`src/hw/fpec_map.svh`:
```
`ifndef FPEC_MAP_SVH
`define FPEC_MAP_SVH
// ==========================================
// Register byte offsets (word aligned except GATE at 1)
`define FPEC_OFS_MODE 4'h0
`define FPEC_OFS_STAT 4'h4
`define FPEC_OFS_PWR 4'h8
`define FPEC_OFS_EBSEL 4'hC
`define FPEC_OFS_GATE 4'h1
// ==========================================
// Mode control fields
`define FPEC_BIT_WREN 6
`define FPEC_BIT_ESETUP 5
`define FPEC_BIT_PSETUP 4
`define FPEC_BIT_EVERIFY 3
`define FPEC_BIT_PVERIFY 2
`define FPEC_BIT_ERASE 1
`define FPEC_BIT_PROG 0
// ==========================================
// Single-bit fields, reset value and mode mask
`define FPEC_BIT_ERRFLAG 7
`define FPEC_BIT_PDDIS 7
`define FPEC_BIT_ACCEN 7
`define FPEC_RST_BYTE 8'h00
`define FPEC_MODE_MASK 8'h7F
`endif

```
`src/hw/fpec_pkg.sv`:
```
package fpec_pkg;
  typedef enum logic [1:0] {
    FPEC_IDLE = 2'b01,
    FPEC_ACK = 2'b10
  } fpec_bus_t;
endpackage

```
`src/hw/fpec_blkmap.sv`:
```
`timescale 1ns/1ps
// ==========================================
// Erase address to one-hot block window decode
module fpec_blkmap (
  input wire logic [15:0] addr_i,
  output logic [7:0] onehot_o
);
  always_comb begin
    onehot_o = 8'h00;
    if (addr_i < 16'h0400) onehot_o[0] = 1'b1;
    else if (addr_i < 16'h0800) onehot_o[1] = 1'b1;
    else if (addr_i < 16'h0C00) onehot_o[2] = 1'b1;
    else if (addr_i < 16'h1000) onehot_o[3] = 1'b1;
    else if (addr_i < 16'h8000) onehot_o[4] = 1'b1;
    else if (addr_i < 16'hC000) onehot_o[5] = 1'b1;
    else if (addr_i < 16'hE000) onehot_o[6] = 1'b1;
    else if (addr_i < 16'hF000) onehot_o[7] = 1'b1;
  end
endmodule // fpec_blkmap

```
`src/hw/fpec_top.sv`:
```
`timescale 1ns/1ps
`include "fpec_map.svh"
// What this block does
// - Program-setup bit enters program setup state; clear cancels; resets zero.
// - Erase-verify bit enters and cancels erase-verify mode.
// - Program-verify bit enters and cancels program-verify mode.
// - Erase mode when erase bit set with write enable and erase setup.
// - Program mode when program bit set with write enable and program setup.
// - Error flag set on program or erase error; zero after reset.
// - Reserved bits read zero and ignore writes.
// - Erase block select held zero while write enable is zero.
// - Write leaving several select bits set clears whole register.
// - Only the selected block may be erased.
// - Select bits map to fixed address windows.
// - Subactive entry powers flash down unless power-down disable set.
// - Access-enable bit gates access to control registers.
// - Write enable zero blocks other mode bits and select bits.
// - Erase-setup bit enters erase setup; set before erase bit.
// - Registers are 8 bits; byte access only.
module fpec_top (
  input wire logic clk_i,
  input wire logic rst_i,
  input wire logic cyc_i,
  input wire logic stb_i,
  input wire logic we_i,
  input wire logic [3:0] adr_i,
  input wire logic [3:0] sel_i,
  input wire logic [31:0] dat_i,
  output logic [31:0] dat_o,
  output logic ack_o,
  input wire logic err_event_i,
  input wire logic subactive_i,
  input wire logic [15:0] erase_addr_i,
  output logic prog_setup_o,
  output logic erase_setup_o,
  output logic prog_mode_o,
  output logic erase_mode_o,
  output logic prog_verify_o,
  output logic erase_verify_o,
  output logic erase_allowed_o,
  output logic powerdown_o
);
  // ==========================================
  // State
  typedef struct packed {
    fpec_pkg::fpec_bus_t bus;
    logic [7:0] mode;
    logic err_flag;
    logic pd_disable;
    logic accen;
    logic [7:0] ebsel;
    logic [31:0] rdata;
    logic pdown;
  } fpec_state_t;

  fpec_state_t st, next_st;
  logic [7:0] blk_hit;
  logic req, wr, byte0, gated;
  logic [7:0] wb;

  fpec_blkmap u_map (
    .addr_i(erase_addr_i),
    .onehot_o(blk_hit)
  );

  // Gate register lives outside the gated group so it is always reachable
  function automatic logic is_gated(input logic [3:0] a);
    is_gated = (a == `FPEC_OFS_MODE) || (a == `FPEC_OFS_STAT) ||
               (a == `FPEC_OFS_PWR) || (a == `FPEC_OFS_EBSEL);
  endfunction

  assign req = cyc_i && stb_i && (st.bus == fpec_pkg::FPEC_IDLE);
  assign byte0 = sel_i[0];
  assign wr = req && we_i && byte0;
  assign wb = dat_i[7:0];
  assign gated = is_gated(adr_i) && !st.accen;

  always_comb begin
    next_st = st;
    next_st.bus = fpec_pkg::FPEC_IDLE;
    if (req) begin
      next_st.bus = fpec_pkg::FPEC_ACK;
      next_st.rdata = 32'h0000_0000;
      if (!we_i && !gated) begin
        unique case (adr_i)
          `FPEC_OFS_MODE: next_st.rdata = {24'h00_0000, st.mode};
          `FPEC_OFS_STAT: next_st.rdata = {24'h00_0000, st.err_flag, 7'h00};
          `FPEC_OFS_PWR: next_st.rdata = {24'h00_0000, st.pd_disable, 7'h00};
          `FPEC_OFS_EBSEL: next_st.rdata = {24'h00_0000, st.ebsel};
          `FPEC_OFS_GATE: next_st.rdata = {24'h00_0000, st.accen, 7'h00};
          default: next_st.rdata = 32'h0000_0000;
        endcase
      end
    end
    if (wr && !gated) begin
      unique case (adr_i)
        `FPEC_OFS_MODE: begin
          if (wb[`FPEC_BIT_WREN]) next_st.mode = wb & `FPEC_MODE_MASK;
          else next_st.mode = `FPEC_RST_BYTE;
        end
        `FPEC_OFS_PWR: next_st.pd_disable = wb[`FPEC_BIT_PDDIS];
        `FPEC_OFS_EBSEL: begin
          if (!st.mode[`FPEC_BIT_WREN]) next_st.ebsel = `FPEC_RST_BYTE;
          else if ($countones(wb) > 1) next_st.ebsel = `FPEC_RST_BYTE;
          else next_st.ebsel = wb;
        end
        `FPEC_OFS_GATE: next_st.accen = wb[`FPEC_BIT_ACCEN];
        default: next_st.mode = next_st.mode; // Status and unmapped: no effect
      endcase
    end
    if (!next_st.mode[`FPEC_BIT_WREN]) next_st.ebsel = `FPEC_RST_BYTE;
    // Sticky until reset; no software clear path exists
    if (err_event_i && (st.mode[`FPEC_BIT_PROG] || st.mode[`FPEC_BIT_ERASE]))
      next_st.err_flag = 1'b1;
    next_st.pdown = subactive_i && !st.pd_disable;
  end

  always_ff @(posedge clk_i) begin
    if (rst_i) begin
      st <= '0;
      st.bus <= fpec_pkg::FPEC_IDLE;
    end else begin
      st <= next_st;
    end
  end

  // ==========================================
  // Outputs
  assign ack_o = (st.bus == fpec_pkg::FPEC_ACK);
  assign dat_o = st.rdata;
  assign prog_setup_o = st.mode[`FPEC_BIT_PSETUP];
  assign erase_setup_o = st.mode[`FPEC_BIT_ESETUP];
  assign prog_verify_o = st.mode[`FPEC_BIT_PVERIFY];
  assign erase_verify_o = st.mode[`FPEC_BIT_EVERIFY];
  assign prog_mode_o = st.mode[`FPEC_BIT_PROG] && st.mode[`FPEC_BIT_WREN] &&
                       st.mode[`FPEC_BIT_PSETUP];
  assign erase_mode_o = st.mode[`FPEC_BIT_ERASE] && st.mode[`FPEC_BIT_WREN] &&
                        st.mode[`FPEC_BIT_ESETUP];
  assign erase_allowed_o = erase_mode_o && |(st.ebsel & blk_hit);
  assign powerdown_o = st.pdown;

  // ==========================================
  // Checks
  chk_ebsel_swe: assert property (@(posedge clk_i) disable iff (rst_i)
    !st.mode[`FPEC_BIT_WREN] |-> st.ebsel == 8'h00) else $error("select not cleared");
  chk_ebsel_onehot: assert property (@(posedge clk_i) disable iff (rst_i)
    $countones(st.ebsel) <= 1) else $error("select not one-hot");
  chk_erase_mode: assert property (@(posedge clk_i) disable iff (rst_i)
    erase_mode_o |-> st.mode[`FPEC_BIT_ESETUP]) else $error("erase without setup");
  chk_prog_mode: assert property (@(posedge clk_i) disable iff (rst_i)
    prog_mode_o |-> st.mode[`FPEC_BIT_PSETUP]) else $error("program without setup");
  chk_gate_write: assert property (@(posedge clk_i) disable iff (rst_i)
    (wr && gated) |=> $stable({st.mode, st.pd_disable, st.ebsel}))
    else $error("gated write took");
  chk_flash_error_flag_sticky: assert property (@(posedge clk_i) disable iff (rst_i)
    st.err_flag |=> st.err_flag) else $error("error flag lost");
  chk_pdown: assert property (@(posedge clk_i) disable iff (rst_i)
    (subactive_i && !st.pd_disable) |=> powerdown_o) else $error("no power-down");
  chk_erase_blk: assert property (@(posedge clk_i) disable iff (rst_i)
    erase_allowed_o |-> (st.ebsel & blk_hit) != 8'h00) else $error("wrong block");
  chk_ack_one: assert property (@(posedge clk_i) disable iff (rst_i)
    ack_o |=> !ack_o) else $error("ack too long");
  cov_prog: cover property (@(posedge clk_i) prog_mode_o);
  cov_erase: cover property (@(posedge clk_i) erase_allowed_o);
  cov_flash_error_flag: cover property (@(posedge clk_i) st.err_flag);
endmodule // fpec_top

```
`config.mk`:
```
export PLATFORM = sky130hd
export DESIGN_NAME = fpec_top
export DESIGN_NICKNAME = d
export VERILOG_FILES = /design/src/hw/fpec_pkg.sv /design/src/hw/fpec_blkmap.sv /design/src/hw/fpec_top.sv
export VERILOG_INCLUDE_DIRS = /design/src /design/src/hw
export SDC_FILE = /design/constraint.sdc
export NUM_CORES = 1
export LEC_CHECK = 0
export ABC_AREA = 1
export CORE_MARGIN = 2
export CORE_UTILIZATION = 68
export CTS_CLUSTER_DIAMETER = 80
export DETAILED_ROUTE_END_ITERATION = 8
export DONT_BUFFER_PORTS = 1
export PLACE_DENSITY = 0.9
export SLEW_MARGIN = 40
export SYNTH_ARGS = -nofsm -noshare
export SYNTH_HDL_FRONTEND = slang
export SYNTH_SLANG_ARGS = --single-unit
```
`constraint.sdc`:
```
create_clock -name clk_i -period 8.1 [get_ports clk_i]
set_input_delay 2.025 -clock clk_i [delete_from_list [all_inputs] [get_ports clk_i]]
set_output_delay 2.025 -clock clk_i [all_outputs]
set_load 0.02 [all_outputs]
```
After elaboration in Yosys (flattened, before gate mapping). Index checks and enable logic that the tools add are counted.

Mux-type cells: 23. Eq/ne operators: 6. $add $sub $neg: 7. Magnitude comparators: 9. Reduce and logical (&&, ||, !) cells: 29. Bitwise operators: 2.

Operator list (count): $lt 16x16->1 const B (4); $pmux 8 s5 (1); $lt 16x12->1 const B (2); $mux 7 (4); $mux 8 (3); $lt 16x11->1 const B (1); $lt 16x13->1 const B (1); $logic_and 1x1->1 (14); $mux 1 (9); $add 1x1->2 (4); $and 8x8->8 (1); $eq 4x4->1 const B (2); $reduce_and 2->1 (4); $reduce_or 8->1 (1); $add 2x2->3 (2); $mux 6 (1); $mux 5 (1); $add 3x3->4 (1); $eq 4x1->1 const B (1); $eq 4x3->1 const B (1); $gt 4x1->1 const B (1); $logic_not 1->1 (4); $logic_not 4->1 (1); $logic_or 1x1->1 (4); other kinds (7) (8).

Register bits: 53. Logic and storage cells: 85. Output and inout port bits: 41. Input port bits: 63.

Depth between registers and ports, before layout. Gate-level depths: netlist of run 1.

Depth after elaboration: 12. Depth in mapped cells: 16. Gate-level depth less buffers: 16.

Modules after synthesis. Synthesis of run 1 repeated with hierarchy kept, for this count alone.

Cell total of the unflattened synthesis: 310. Area, all modules: 2082.0 µm².

By module, submodules not included: fpec_top (seq. area each 580.6 µm², instances 1, cells each 294, area each 2004.4 µm²); fpec_blkmap (seq. area each 0.0 µm², instances 1, cells each 16, area each 77.6 µm²).

Worst setup path before layout of run 1. No wires, ideal clock.

Kind: input to register. From: in dat_i[0]. To: reg st[33] (netlist bit). Library setup time: 0.065 ns. Path slack: 3.354 ns. Arrival: 4.680 ns. Required time: 8.035 ns. Path buffers: 0. Cell stages on the path: 15. Cells stage by stage: fa_1 -> inv_1 -> fa_1 -> fa_1 -> inv_1 -> ha_1 -> inv_1 -> fa_1 -> nand2_1 -> nand2_1 -> nor2_2 -> nand3b_1 -> nand2_1 -> nand2_1 -> nor2_1.

Word-level cells in the longest chain between the ends: 6.

RTL lines: start, declared (RTL line fpec_top.sv:28) `input wire logic [31:0] dat_i,`; $add 1x1->2 (not written as such) (RTL line fpec_top.sv:104) `` else if ($countones(wb) > 1) next_st.ebsel = `FPEC_RST_BYTE; ``; $add 2x2->3 (not written as such) (RTL line fpec_top.sv:104); $add 3x3->4 (not written as such) (RTL line fpec_top.sv:104); $gt 4x1->1 (RTL line fpec_top.sv:104); $mux 8 (*) (RTL line fpec_top.sv:104); $mux 8 (*) (RTL line fpec_top.sv:103) `` if (!st.mode[`FPEC_BIT_WREN]) next_st.ebsel = `FPEC_RST_BYTE; ``; end signal, assigned (RTL line fpec_top.sv:123) `st <= next_st;`; end, declared (RTL line fpec_top.sv:56) `fpec_state_t st, next_st;`.

Mark *: on every way between the ends. The rest lies on a longest branch, timed or not. A chain may end at the register's enable or synchronous reset.

Final worst setup path of run 1.
From: in erase_addr_i[12]. To: out erase_allowed_o.

Word-level cells in the longest chain between the ends: 12. Elaborated cells between the ends (all ways): 26. Classes of those cells: 8 x order compare; 15 x mux; 1 x bitwise; 2 x reduce/logical.

RTL lines: start, declared (RTL line fpec_top.sv:33) `input wire logic [15:0] erase_addr_i,`; $lt 16x16->1 (RTL line fpec_blkmap.sv:17) `else if (addr_i < 16'hF000) onehot_o[7] = 1'b1;`; $mux 1 (RTL line fpec_blkmap.sv:17); $mux 1 (RTL line fpec_blkmap.sv:16) `else if (addr_i < 16'hE000) onehot_o[6] = 1'b1;`; $mux 2 (RTL line fpec_blkmap.sv:15) `else if (addr_i < 16'hC000) onehot_o[5] = 1'b1;`; $mux 3 (RTL line fpec_blkmap.sv:14) `else if (addr_i < 16'h8000) onehot_o[4] = 1'b1;`; $mux 4 (RTL line fpec_blkmap.sv:13) `else if (addr_i < 16'h1000) onehot_o[3] = 1'b1;`; $mux 5 (RTL line fpec_blkmap.sv:12) `else if (addr_i < 16'h0C00) onehot_o[2] = 1'b1;`; $mux 6 (RTL line fpec_blkmap.sv:11) `else if (addr_i < 16'h0800) onehot_o[1] = 1'b1;`; $mux 7 (RTL line fpec_blkmap.sv:10) `if (addr_i < 16'h0400) onehot_o[0] = 1'b1;`; $and 8x8->8 (*) (RTL line fpec_top.sv:139) `assign erase_allowed_o = erase_mode_o && |(st.ebsel & blk_hit);`; $reduce_or 8->1 (*) (RTL line fpec_top.sv:139); $logic_and 1x1->1 (*) (RTL line fpec_top.sv:139); end, declared (RTL line fpec_top.sv:40) `output logic erase_allowed_o,`.

Marks and branches as above.

==> results of run 1 <==
[critical path: stages]
cell,delay (ps)
nor2_1,80
nand3_1,80
nand3b_1,160
nand3_1,70
nand2_1,50
inv_1,160
[kinds of logic (layout without fill, tap and decap cells)]
| group | Yosys count | count (layout) | synth area share |
|---|---|---|---|
| adders and majority gates | 7 | 7 | 0.0574 |
| and+or+nand+nor | 172 | 172 | 0.384 |
| buffers and inverters | 86 | 56 | 0.217 |
| DFF | 29 | 29 | 0.283 |
| AOI/OAI and AO/OA | 22 | 22 | 0.0561 |
| other | 1 | 24 | 0.00183 |
[final timing paths]
kind                                        from               to  slack, ps
worst max-delay path            erase_addr_i[12]  erase_allowed_o       3450
worst min-delay path                      st[43]           st[43]        470
worst max register to register            st[53]           st[35]       6620
worst min register to register            st[43]           st[43]        470
[power by group through the flow]
stage,clock network (mW),registers [mW],logic (mW)
detailed placement,0,0.149,0.0589
global placement,0,0.149,0.0564
finish,0.0855,0.145,0.0588
CTS,0.0869,0.145,0.0591
floorplan,0,0.148,0.0610
global route,0.0963,0.146,0.0683
[per-layer routing]
metal | up-vias | track usage | wire length [um] | share of wire
met5 | - | 0 | 0 | 0
met4 | 0 | 0.0844 | 50 | 0.013
met3 | 6 | 0.103 | 380 | 0.10
met2 | 68 | 0.397 | 1780 | 0.47
met1 | 713 | 0.289 | 1570 | 0.41
li1 | 882 | - | - | -
[synth_stat cells]
master    count
fa_1          4
o21ai_1       1
dfxtp_1      29
ha_1          3
nor2_2        4
nand4_4       1
nor2_8        1
conb_1        1
nand3_2       2
inv_2         5
nand4_2       1
nor3_1        1
nand2_2       2
o211ai_1      1
nor2_1       25
inv_1        43
clkbuf_1      3
buf_2         2
a21oi_1      16
buf_1         1
o21bai_1      1
nand2_1     108
o21ai_0       3
buf_4        32
nor2_4        2
nand3b_1     10
nand3_1      15
[state kept, by name (all words and copies together), names as in the netlist]
register / count
st: 16
dat_o: 8
erase_verify_o: 1
prog_verify_o: 1
prog_setup_o: 1
erase_setup_o: 1
powerdown_o: 1
[layout make-up]
cell class              instances  area (um2)  share of cell area
multi-input cells             225        1110               0.565
flip-flops and latches         29         581               0.295
inverters                      48         180              0.0917
well taps                      31        38.8              0.0197
clock buffers                   5        37.5              0.0191
clock inverters                 3        17.5             0.00891
[metrics by stage]
stage          utilization  instance area (um2)  power [mW]  std cells
3_3_place_gp         0.681                 1910       0.205        333
4_1_cts              0.701                 1970       0.291        341
6_report             0.701                 1970       0.290        341
2_1_floorplan            -                 2140       0.209        340
5_1_grt              0.701                 1970       0.310        341
3_5_place_dp         0.681                 1910       0.208        333
==> impl_metrics.py, run 1 <==
metrics = {
    "detailed_routing": {
        "drt-vias-per-instance": 4.89,
        "antenna_left": 0,
        "drt_iter0_markers": 95,
        "drt-total-wl_um": 3780,
        "vias": 1669,
        "remaining_drc_errors": 6,
        "drtPass1Iterations": 6,
        "wl_per_cell_um": 11.1,
    },
    "job": {
        "max_cap_viol_count": 0,
    },
    "power_and_ir_drop": {
        "p_sw_frac": 0.334,
        "comb_power_share": 0.203,
        "power_density_mw_per_mm2": 147,
        "power.share.clock": 0.295,
        "peakVddDrop_mv": 0.104,
        "switchingPower_uw": 96.8,
        "power.leakage_nw": 0.959,
        "sequentialPowerShare": 0.502,
        "p_int_uw": 193,
    },
    "clock_tree": {
        "clock_latency_ps": 330,
        "cts_resized": 0,
        "postCtsHoldBufs": 0,
        "cts_buffer_depth": 2,
        "cts_tree": "built",
        "h-tree-depth": 2,
        "clock_sinks": 29,
        "cts.clk_slew.worst_paths_ps": 100,
        "numCtsBuffers": 5,
        "root_buffer": "clkbuf_4",
        "cts_setup_buffers": 0,
    },
    "global_route": {
        "overflow": 0,
        "grt_pass1_wl_um": 6380,
        "grt_pass1_vias": 1463,
        "groute.usage.overall": 0.244,
        "antenna_found_initial": 0,
        "grt_max_degree": 18,
    },
    "timing": {
        "slew_headroom": 0.614,
        "finalCritPeriodShare": 0.574,
        "fmax_mhz": 215,
        "rsz0062_at_grt": "no",
        "skew_ps": 12.0,
        "finalSetupViolCount": 0,
        "hold_ws_ps": 474,
        "hold_viol_final": 0,
        "setup_ws_ps": 3450,
        "worst_pin_slew_ps": 580,
        "fin_crit_ps": 4650,
        "slew_viol_final": 0,
        "setup-tns-final_ps": 0,
    },
    "yosys": {
        "avgSynthCellArea_um2": 6.47,
        "yosysWarnings": 0,
        "ys_seq_area_frac": 0.283,
        "synth_seq_cells": 29,
        "synth_top_area_share": 0.283,
        "synth_top_area_cell": "dfxtp_1",
        "syn-instance-count": 317,
        "ys_types": 27,
        "syn_area_mm2": 0.00205,
        "synth_area_leaders": "dfxtp_1 28%, nand2_1 20%, buf_4 12%",
    },
    "floorplanning": {
        "fp.dieH_um": 58.9,
        "io_pins": 104,
        "die-area_mm2": 0.00347,
        "start_util": 0.731,
        "rows": 19,
        "die_w_um": 58.9,
        "core_area_mm2": 0.00281,
    },
    "placement": {
        "gp_congestion": 0.894,
        "port_buffers": 0,
        "dp_slack_ps": 3130,
        "hpwlAfterDp_um": 2960,
    },
    "min_path": {
        "whs_path_depth": 2,
        "hp-class": "reg2reg",
    },
    "critical_path": {
        "r2r_cells": 7,
        "worstSetupPathType": "in2out",
        "crit_path_end_kind": "primary output",
        "cp_max_fo": 2,
        "required_ps": 6080,
        "setup.worst_path.start_class": "input port",
        "critPathArrivalTime_ps": 2630,
    },
    "status": {
        "status": "complete, but fails checks",
        "violations": "design-rule violations",
    },
    "layout": {
        "antenna_cells": 0,
        "layout.cells.most_common": "nand2_1",
        "layout.nets": 379,
        "syn2layout_area_growth_pct": -4.15,
        "layout-drive-gt1-share": 0.0839,
        "final_cell_mix": "108 x nand2_1, 43 x inv_1, 29 x dfxtp_1, 25 x nor2_1, 24 x conb_1",
        "fillers": 254,
    },
}
Note: power is estimated with default switching activity, not from simulation.
==> inputs of run 2 (changes only) <==
ABC_AREA = 0   (was 1)
CORE_UTILIZATION = 62   (was 68)
PLACE_DENSITY = 0.84   (was 0.9)
clock period = 4.65 ns   (was 8.1 ns; I/O delays follow)
==> impl_metrics.py, run 2 <==
metrics = {
    "detailed_routing": {
        "drtPass1Iterations": 4,
        "drt-total-wl_um": 3590,
        "drt-vias-per-instance": 5.73,
        "drt_iter0_markers": 121,
        "wl_per_cell_um": 15.1,
        "antenna_left": 0,
        "vias": 1364,
        "remaining_drc_errors": 0,
    },
    "clock_tree": {
        "cts.clk_slew.worst_paths_ps": 90,
        "cts_resized": 0,
        "cts_setup_buffers": 0,
        "postCtsHoldBufs": 0,
        "cts_buffer_depth": 2,
        "numCtsBuffers": 5,
        "clock_latency_ps": 340,
        "root_buffer": "clkbuf_4",
        "cts_tree": "built",
        "h-tree-depth": 2,
        "clock_sinks": 29,
    },
    "layout": {
        "post-route-util": 0.629,
        "antenna_cells": 0,
        "layout.cells.most_common": "dfxtp_1",
        "layout-drive-gt1-share": 0.0676,
        "layout.nets": 276,
        "fillers": 260,
        "largest_register_ffs": 16,
        "top_register": "st",
        "final_cell_mix": "29 x dfxtp_1, 27 x a21oi_1, 24 x conb_1, 23 x nand2_1, 21 x nand3_1",
        "syn2layout_area_growth_pct": -3.88,
    },
    "floorplanning": {
        "rows": 19,
        "die-area_mm2": 0.00336,
        "core_area_mm2": 0.00276,
        "fp.dieH_um": 57.9,
        "start_util": 0.654,
        "die_w_um": 57.9,
        "io_pins": 104,
    },
    "timing": {
        "finalCritPeriodShare": 0.854,
        "finalSetupViolCount": 0,
        "setup-tns-final_ps": 0,
        "rsz0062_at_grt": "no",
        "slew_viol_final": 0,
        "hold_viol_final": 0,
        "fin_crit_ps": 3970,
        "fmax_mhz": 252,
        "skew_ps": 6.67,
        "slew_headroom": 0.533,
        "worst_pin_slew_ps": 681,
    },
    "min_path": {
        "hp-class": "reg2reg",
    },
    "yosys": {
        "syn-instance-count": 216,
        "ys_types": 38,
        "synth.top_cells.by_count": "32 x buf_4, 29 x dfxtp_1, 27 x a21oi_1",
        "syn_area_mm2": 0.00180,
        "yosysWarnings": 0,
        "synth_seq_cells": 29,
        "synth_flop_cell": "dfxtp_1",
        "synth_edf_count": 0,
        "synth_top_area_cell": "dfxtp_1",
        "synth-async-reset-ratio": 0,
        "synth_area_leaders": "dfxtp_1 32%, buf_4 13%, a21oi_1 7.5%",
        "synth_top_area_share": 0.322,
        "avgSynthCellArea_um2": 8.35,
        "ys_seq_area_frac": 0.322,
        "yosysMostFrequentCell": "buf_4",
    },
    "power_and_ir_drop": {
        "power.leakage_nw": 0.665,
        "peakVddDrop_mv": 0.345,
        "power_density_mw_per_mm2": 308,
    },
    "global_route": {
        "grt_pass1_wl_um": 6020,
        "grt_pass1_vias": 1323,
        "grt_max_degree": 22,
        "groute.usage.overall": 0.238,
        "overflow": 0,
        "antenna_found_initial": 0,
    },
    "critical_path": {
        "required_ps": 4920,
        "setup.worst_path.start_class": "input port",
        "critPathArrivalTime_ps": 4240,
        "cp_max_fo": 8,
        "crit_path_end_kind": "flop",
        "worstSetupPathType": "in2reg",
    },
    "placement": {
        "hpwlAfterDp_um": 2780,
        "port_buffers": 0,
        "gp_congestion": 0.835,
    },
    "job": {
        "max_cap_viol_count": 0,
    },
    "status": {
        "status": "finished clean",
    },
}
## run 2: metrics by stage
stage / setup WS (ps) / instances / hold WS, ps / area (um2) / power (mW)
final: 678 / 238 / 447 / 1730 / 0.533
after global routing: 417 / 238 / 500 / 1730 / 0.559
after CTS: 658 / 238 / 445 / 1730 / 0.536
after detailed placement: 316 / 230 / 431 / 1650 / 0.321
after global placement: 349 / 230 / 428 / 1650 / 0.320
after floorplan: 556 / 239 / 421 / 1890 / 0.334
## run 2: report_power, final
group	internal [mW]	switching [mW]	total [mW]
sequential	0.249	0.00138	0.251
clock	0.128	0.0890	0.217
combinational	0.0209	0.0443	0.0652
## run 2: final timing paths
check / cells past startpoint / startpoint / slack [ps] / end
setup / recovery: 12 / dat_i[0] / 680 / st[38]
setup reg to reg: 4 / st[52] / 2800 / st[38]
hold / removal: 2 / st[43] / 450 / st[43]
hold reg to reg: 2 / st[43] / 450 / st[43]
## run 2: area by class of cell
class                   count  area, um2  area share
clock buffers               7       55.1      0.0317
clock inverters             1       30.0      0.0173
inverters                  14       52.6      0.0303
multi-input cells         156        977       0.563
flip-flops and latches     29        581       0.335
well taps                  31       38.8      0.0224
## run 2: metal layers
metal  global-route usage  vias up  wire (um)
met4                0.106        0        112
met5                    0        -          0
li1                     -      668          -
met1                0.295      624       1380
met3                0.100       11        364
met2                0.362       61       1740
## run 2: kinds of logic after synthesis
group / count (synthesis) / share of synthesized area
buffers and inverters: 54 / 0.184
multiplexers: 5 / 0.0347
other: 1 / 0.00208
AND/OR/NAND/NOR: 78 / 0.257
AO/OA/AOI/OAI: 42 / 0.135
flip-flops: 29 / 0.322
adder cells (fa/ha/maj): 7 / 0.0652
## run 2: worst max-delay path, cell delays in order
cell	delay, ps
fa_1	520
inv_1	50
fa_1	490
fa_1	410
inv_1	70
ha_1	150
inv_1	50
fa_1	490
nand4b_1	90
o21ai_1	440
nand3_1	150
a21oi_1	160
==> inputs of run 3 (changes only) <==
SYNTH_HIERARCHICAL = 1   (was unset)
==> impl_metrics.py, run 3 <==
metrics = {
    "layout": {
        "antenna_cells": 0,
        "fillers": 255,
        "final_cell_mix": "29 x dfxtp_1, 25 x nand2_1, 24 x conb_1, 18 x a21oi_1, 14 x nand3_1",
        "syn2layout_area_growth_pct": -2.65,
        "top_register": "st",
        "layout.nets": 276,
        "largest_register_ffs": 16,
        "layout-drive-gt1-share": 0.0821,
        "layout.cells.most_common": "dfxtp_1",
    },
    "timing": {
        "rsz0062_at_grt": "no",
        "worst_pin_slew_ps": 766,
        "setup-tns-final_ps": 0,
        "hold_viol_final": 0,
        "finalSetupViolCount": 0,
        "fmax_mhz": 250,
        "slew_viol_final": 0,
        "skew_ps": 8.00,
        "finalCritPeriodShare": 0.860,
        "fin_crit_ps": 4000,
        "slew_headroom": 0.485,
    },
    "detailed_routing": {
        "remaining_drc_errors": 0,
        "dr.max_layer_used": "met4",
        "drt-total-wl_um": 3300,
        "vias": 1353,
        "drt-vias-per-instance": 5.68,
        "drtPass1Iterations": 4,
        "antenna_left": 0,
        "wl_met3_um": 334,
        "m1WireLength_um": 1360,
        "wl_per_cell_um": 13.9,
        "drt_iter0_markers": 41,
        "wl_met2_um": 1540,
    },
    "yosys": {
        "synth_area_leaders": "dfxtp_1 32%, buf_4 13%, nand2_1 5.2%",
        "yosysWarnings": 6,
        "synth_top_area_cell": "dfxtp_1",
        "syn-instance-count": 212,
        "synth-async-reset-ratio": 0,
        "ys_seq_area_frac": 0.323,
        "syn_area_mm2": 0.00180,
        "avgSynthCellArea_um2": 8.47,
        "yosysMostFrequentCell": "buf_4",
        "synth.top_cells.by_count": "32 x buf_4, 29 x dfxtp_1, 25 x nand2_1",
        "synth_edf_count": 0,
        "ys_types": 42,
        "synth_top_area_share": 0.323,
        "synth_seq_cells": 29,
        "synth_flop_cell": "dfxtp_1",
    },
    "min_path": {
        "hp-class": "reg2reg",
        "worstHoldStart": "st[43]",
        "whs_path_depth": 2,
    },
    "clock_tree": {
        "clock_latency_ps": 330,
        "cts_tree": "built",
        "clock_sinks": 29,
        "cts_buffer_depth": 2,
        "numCtsBuffers": 5,
        "cts_setup_buffers": 0,
        "cts.clk_slew.worst_paths_ps": 90,
        "root_buffer": "clkbuf_4",
        "postCtsHoldBufs": 0,
        "h-tree-depth": 2,
        "cts_resized": 0,
    },
    "floorplanning": {
        "rows": 19,
        "core_area_mm2": 0.00276,
        "io_pins": 104,
        "fp.dieH_um": 57.8,
        "die-area_mm2": 0.00334,
        "start_util": 0.651,
        "die_w_um": 57.8,
    },
    "critical_path": {
        "required_ps": 4910,
        "setup.worst_path.start_class": "input port",
        "rrSetupSlack_ps": 2980,
        "r2r_cells": 4,
        "worstSetupPathType": "in2reg",
        "cp_max_fo": 8,
        "crit_path_end_kind": "flop",
        "startpoint": "dat_i[0]",
        "rr_startpoint": "st[41]",
        "critPathArrivalTime_ps": 4260,
    },
    "power_and_ir_drop": {
        "power_density_mw_per_mm2": 304,
        "finalPower_uw": 532,
        "power.leakage_nw": 0.659,
        "peakVddDrop_mv": 0.230,
    },
    "status": {
        "status": "finished clean",
    },
    "global_route": {
        "grt_pass1_wl_um": 5660,
        "overflow": 0,
        "antenna_found_initial": 0,
        "groute.usage.overall": 0.224,
        "grt_pass1_vias": 1260,
        "grt_max_degree": 16,
    },
    "placement": {
        "port_buffers": 0,
        "hpwlAfterDp_um": 2670,
        "gp_congestion": 0.804,
    },
    "job": {
        "max_cap_viol_count": 0,
    },
}
## run 3: path summary, 6_finish.rpt
path / to
setup / recovery: st[39]
hold / removal: st[43]
setup reg to reg: st[33]
hold reg to reg: st[43]
## run 3: metrics by stage
stage / setup WS [ps] / util / hold slack, ps / cell area (um2) / cells
2_1_floorplan: 550 / - / 416 / 1880 / 235
3_3_place_gp: 389 / 0.603 / 433 / 1660 / 230
3_5_place_dp: 327 / 0.603 / 450 / 1660 / 230
4_1_cts: 648 / 0.634 / 465 / 1750 / 238
5_1_grt: 446 / 0.634 / 491 / 1750 / 238
6_report: 653 / 0.634 / 464 / 1750 / 238
## run 3: logic make-up after synthesis
| group | count (synthesis) | share of synthesized area |
|---|---|---|
| and+or+nand+nor | 80 | 0.274 |
| buffers and inverters | 49 | 0.171 |
| AOI/OAI and AO/OA | 42 | 0.140 |
| DFF | 29 | 0.323 |
| adders and majority gates | 7 | 0.0655 |
| muxes | 4 | 0.0244 |
| other | 1 | 0.00209 |
## run 3: worst max-delay path, stage by stage
cell and delay (ps):
fa_1 520, inv_1 50, fa_1 500, fa_1 410, inv_1 70, ha_1 160
inv_1 50, fa_1 500, nand4b_1 100, o21ai_1 440, nand3_1 150, a21oi_1 150
## run 3: metal layers
layer | vias to the layer above | global-route usage
li1 | 668 | -
met1 | 616 | 0.282
met2 | 59 | 0.331
met3 | 10 | 0.103
met4 | 0 | 0.0930
met5 | - | 0
## run 3: final cells by class
cell class / instances / area (um2) / area share
Inverter: 13 / 48.8 / 0.0279
Multi-Input combinational cell: 157 / 995 / 0.569
Clock buffer: 7 / 55.1 / 0.0315
Sequential cell: 29 / 581 / 0.332
Clock inverter: 1 / 30.0 / 0.0172
Tap cell: 31 / 38.8 / 0.0222
## run 3: power breakdown
group	switching (mW)	internal, mW	total, mW
sequential	0.00131	0.249	0.251
clock	0.0858	0.128	0.214
combinational	0.0447	0.0224	0.0671
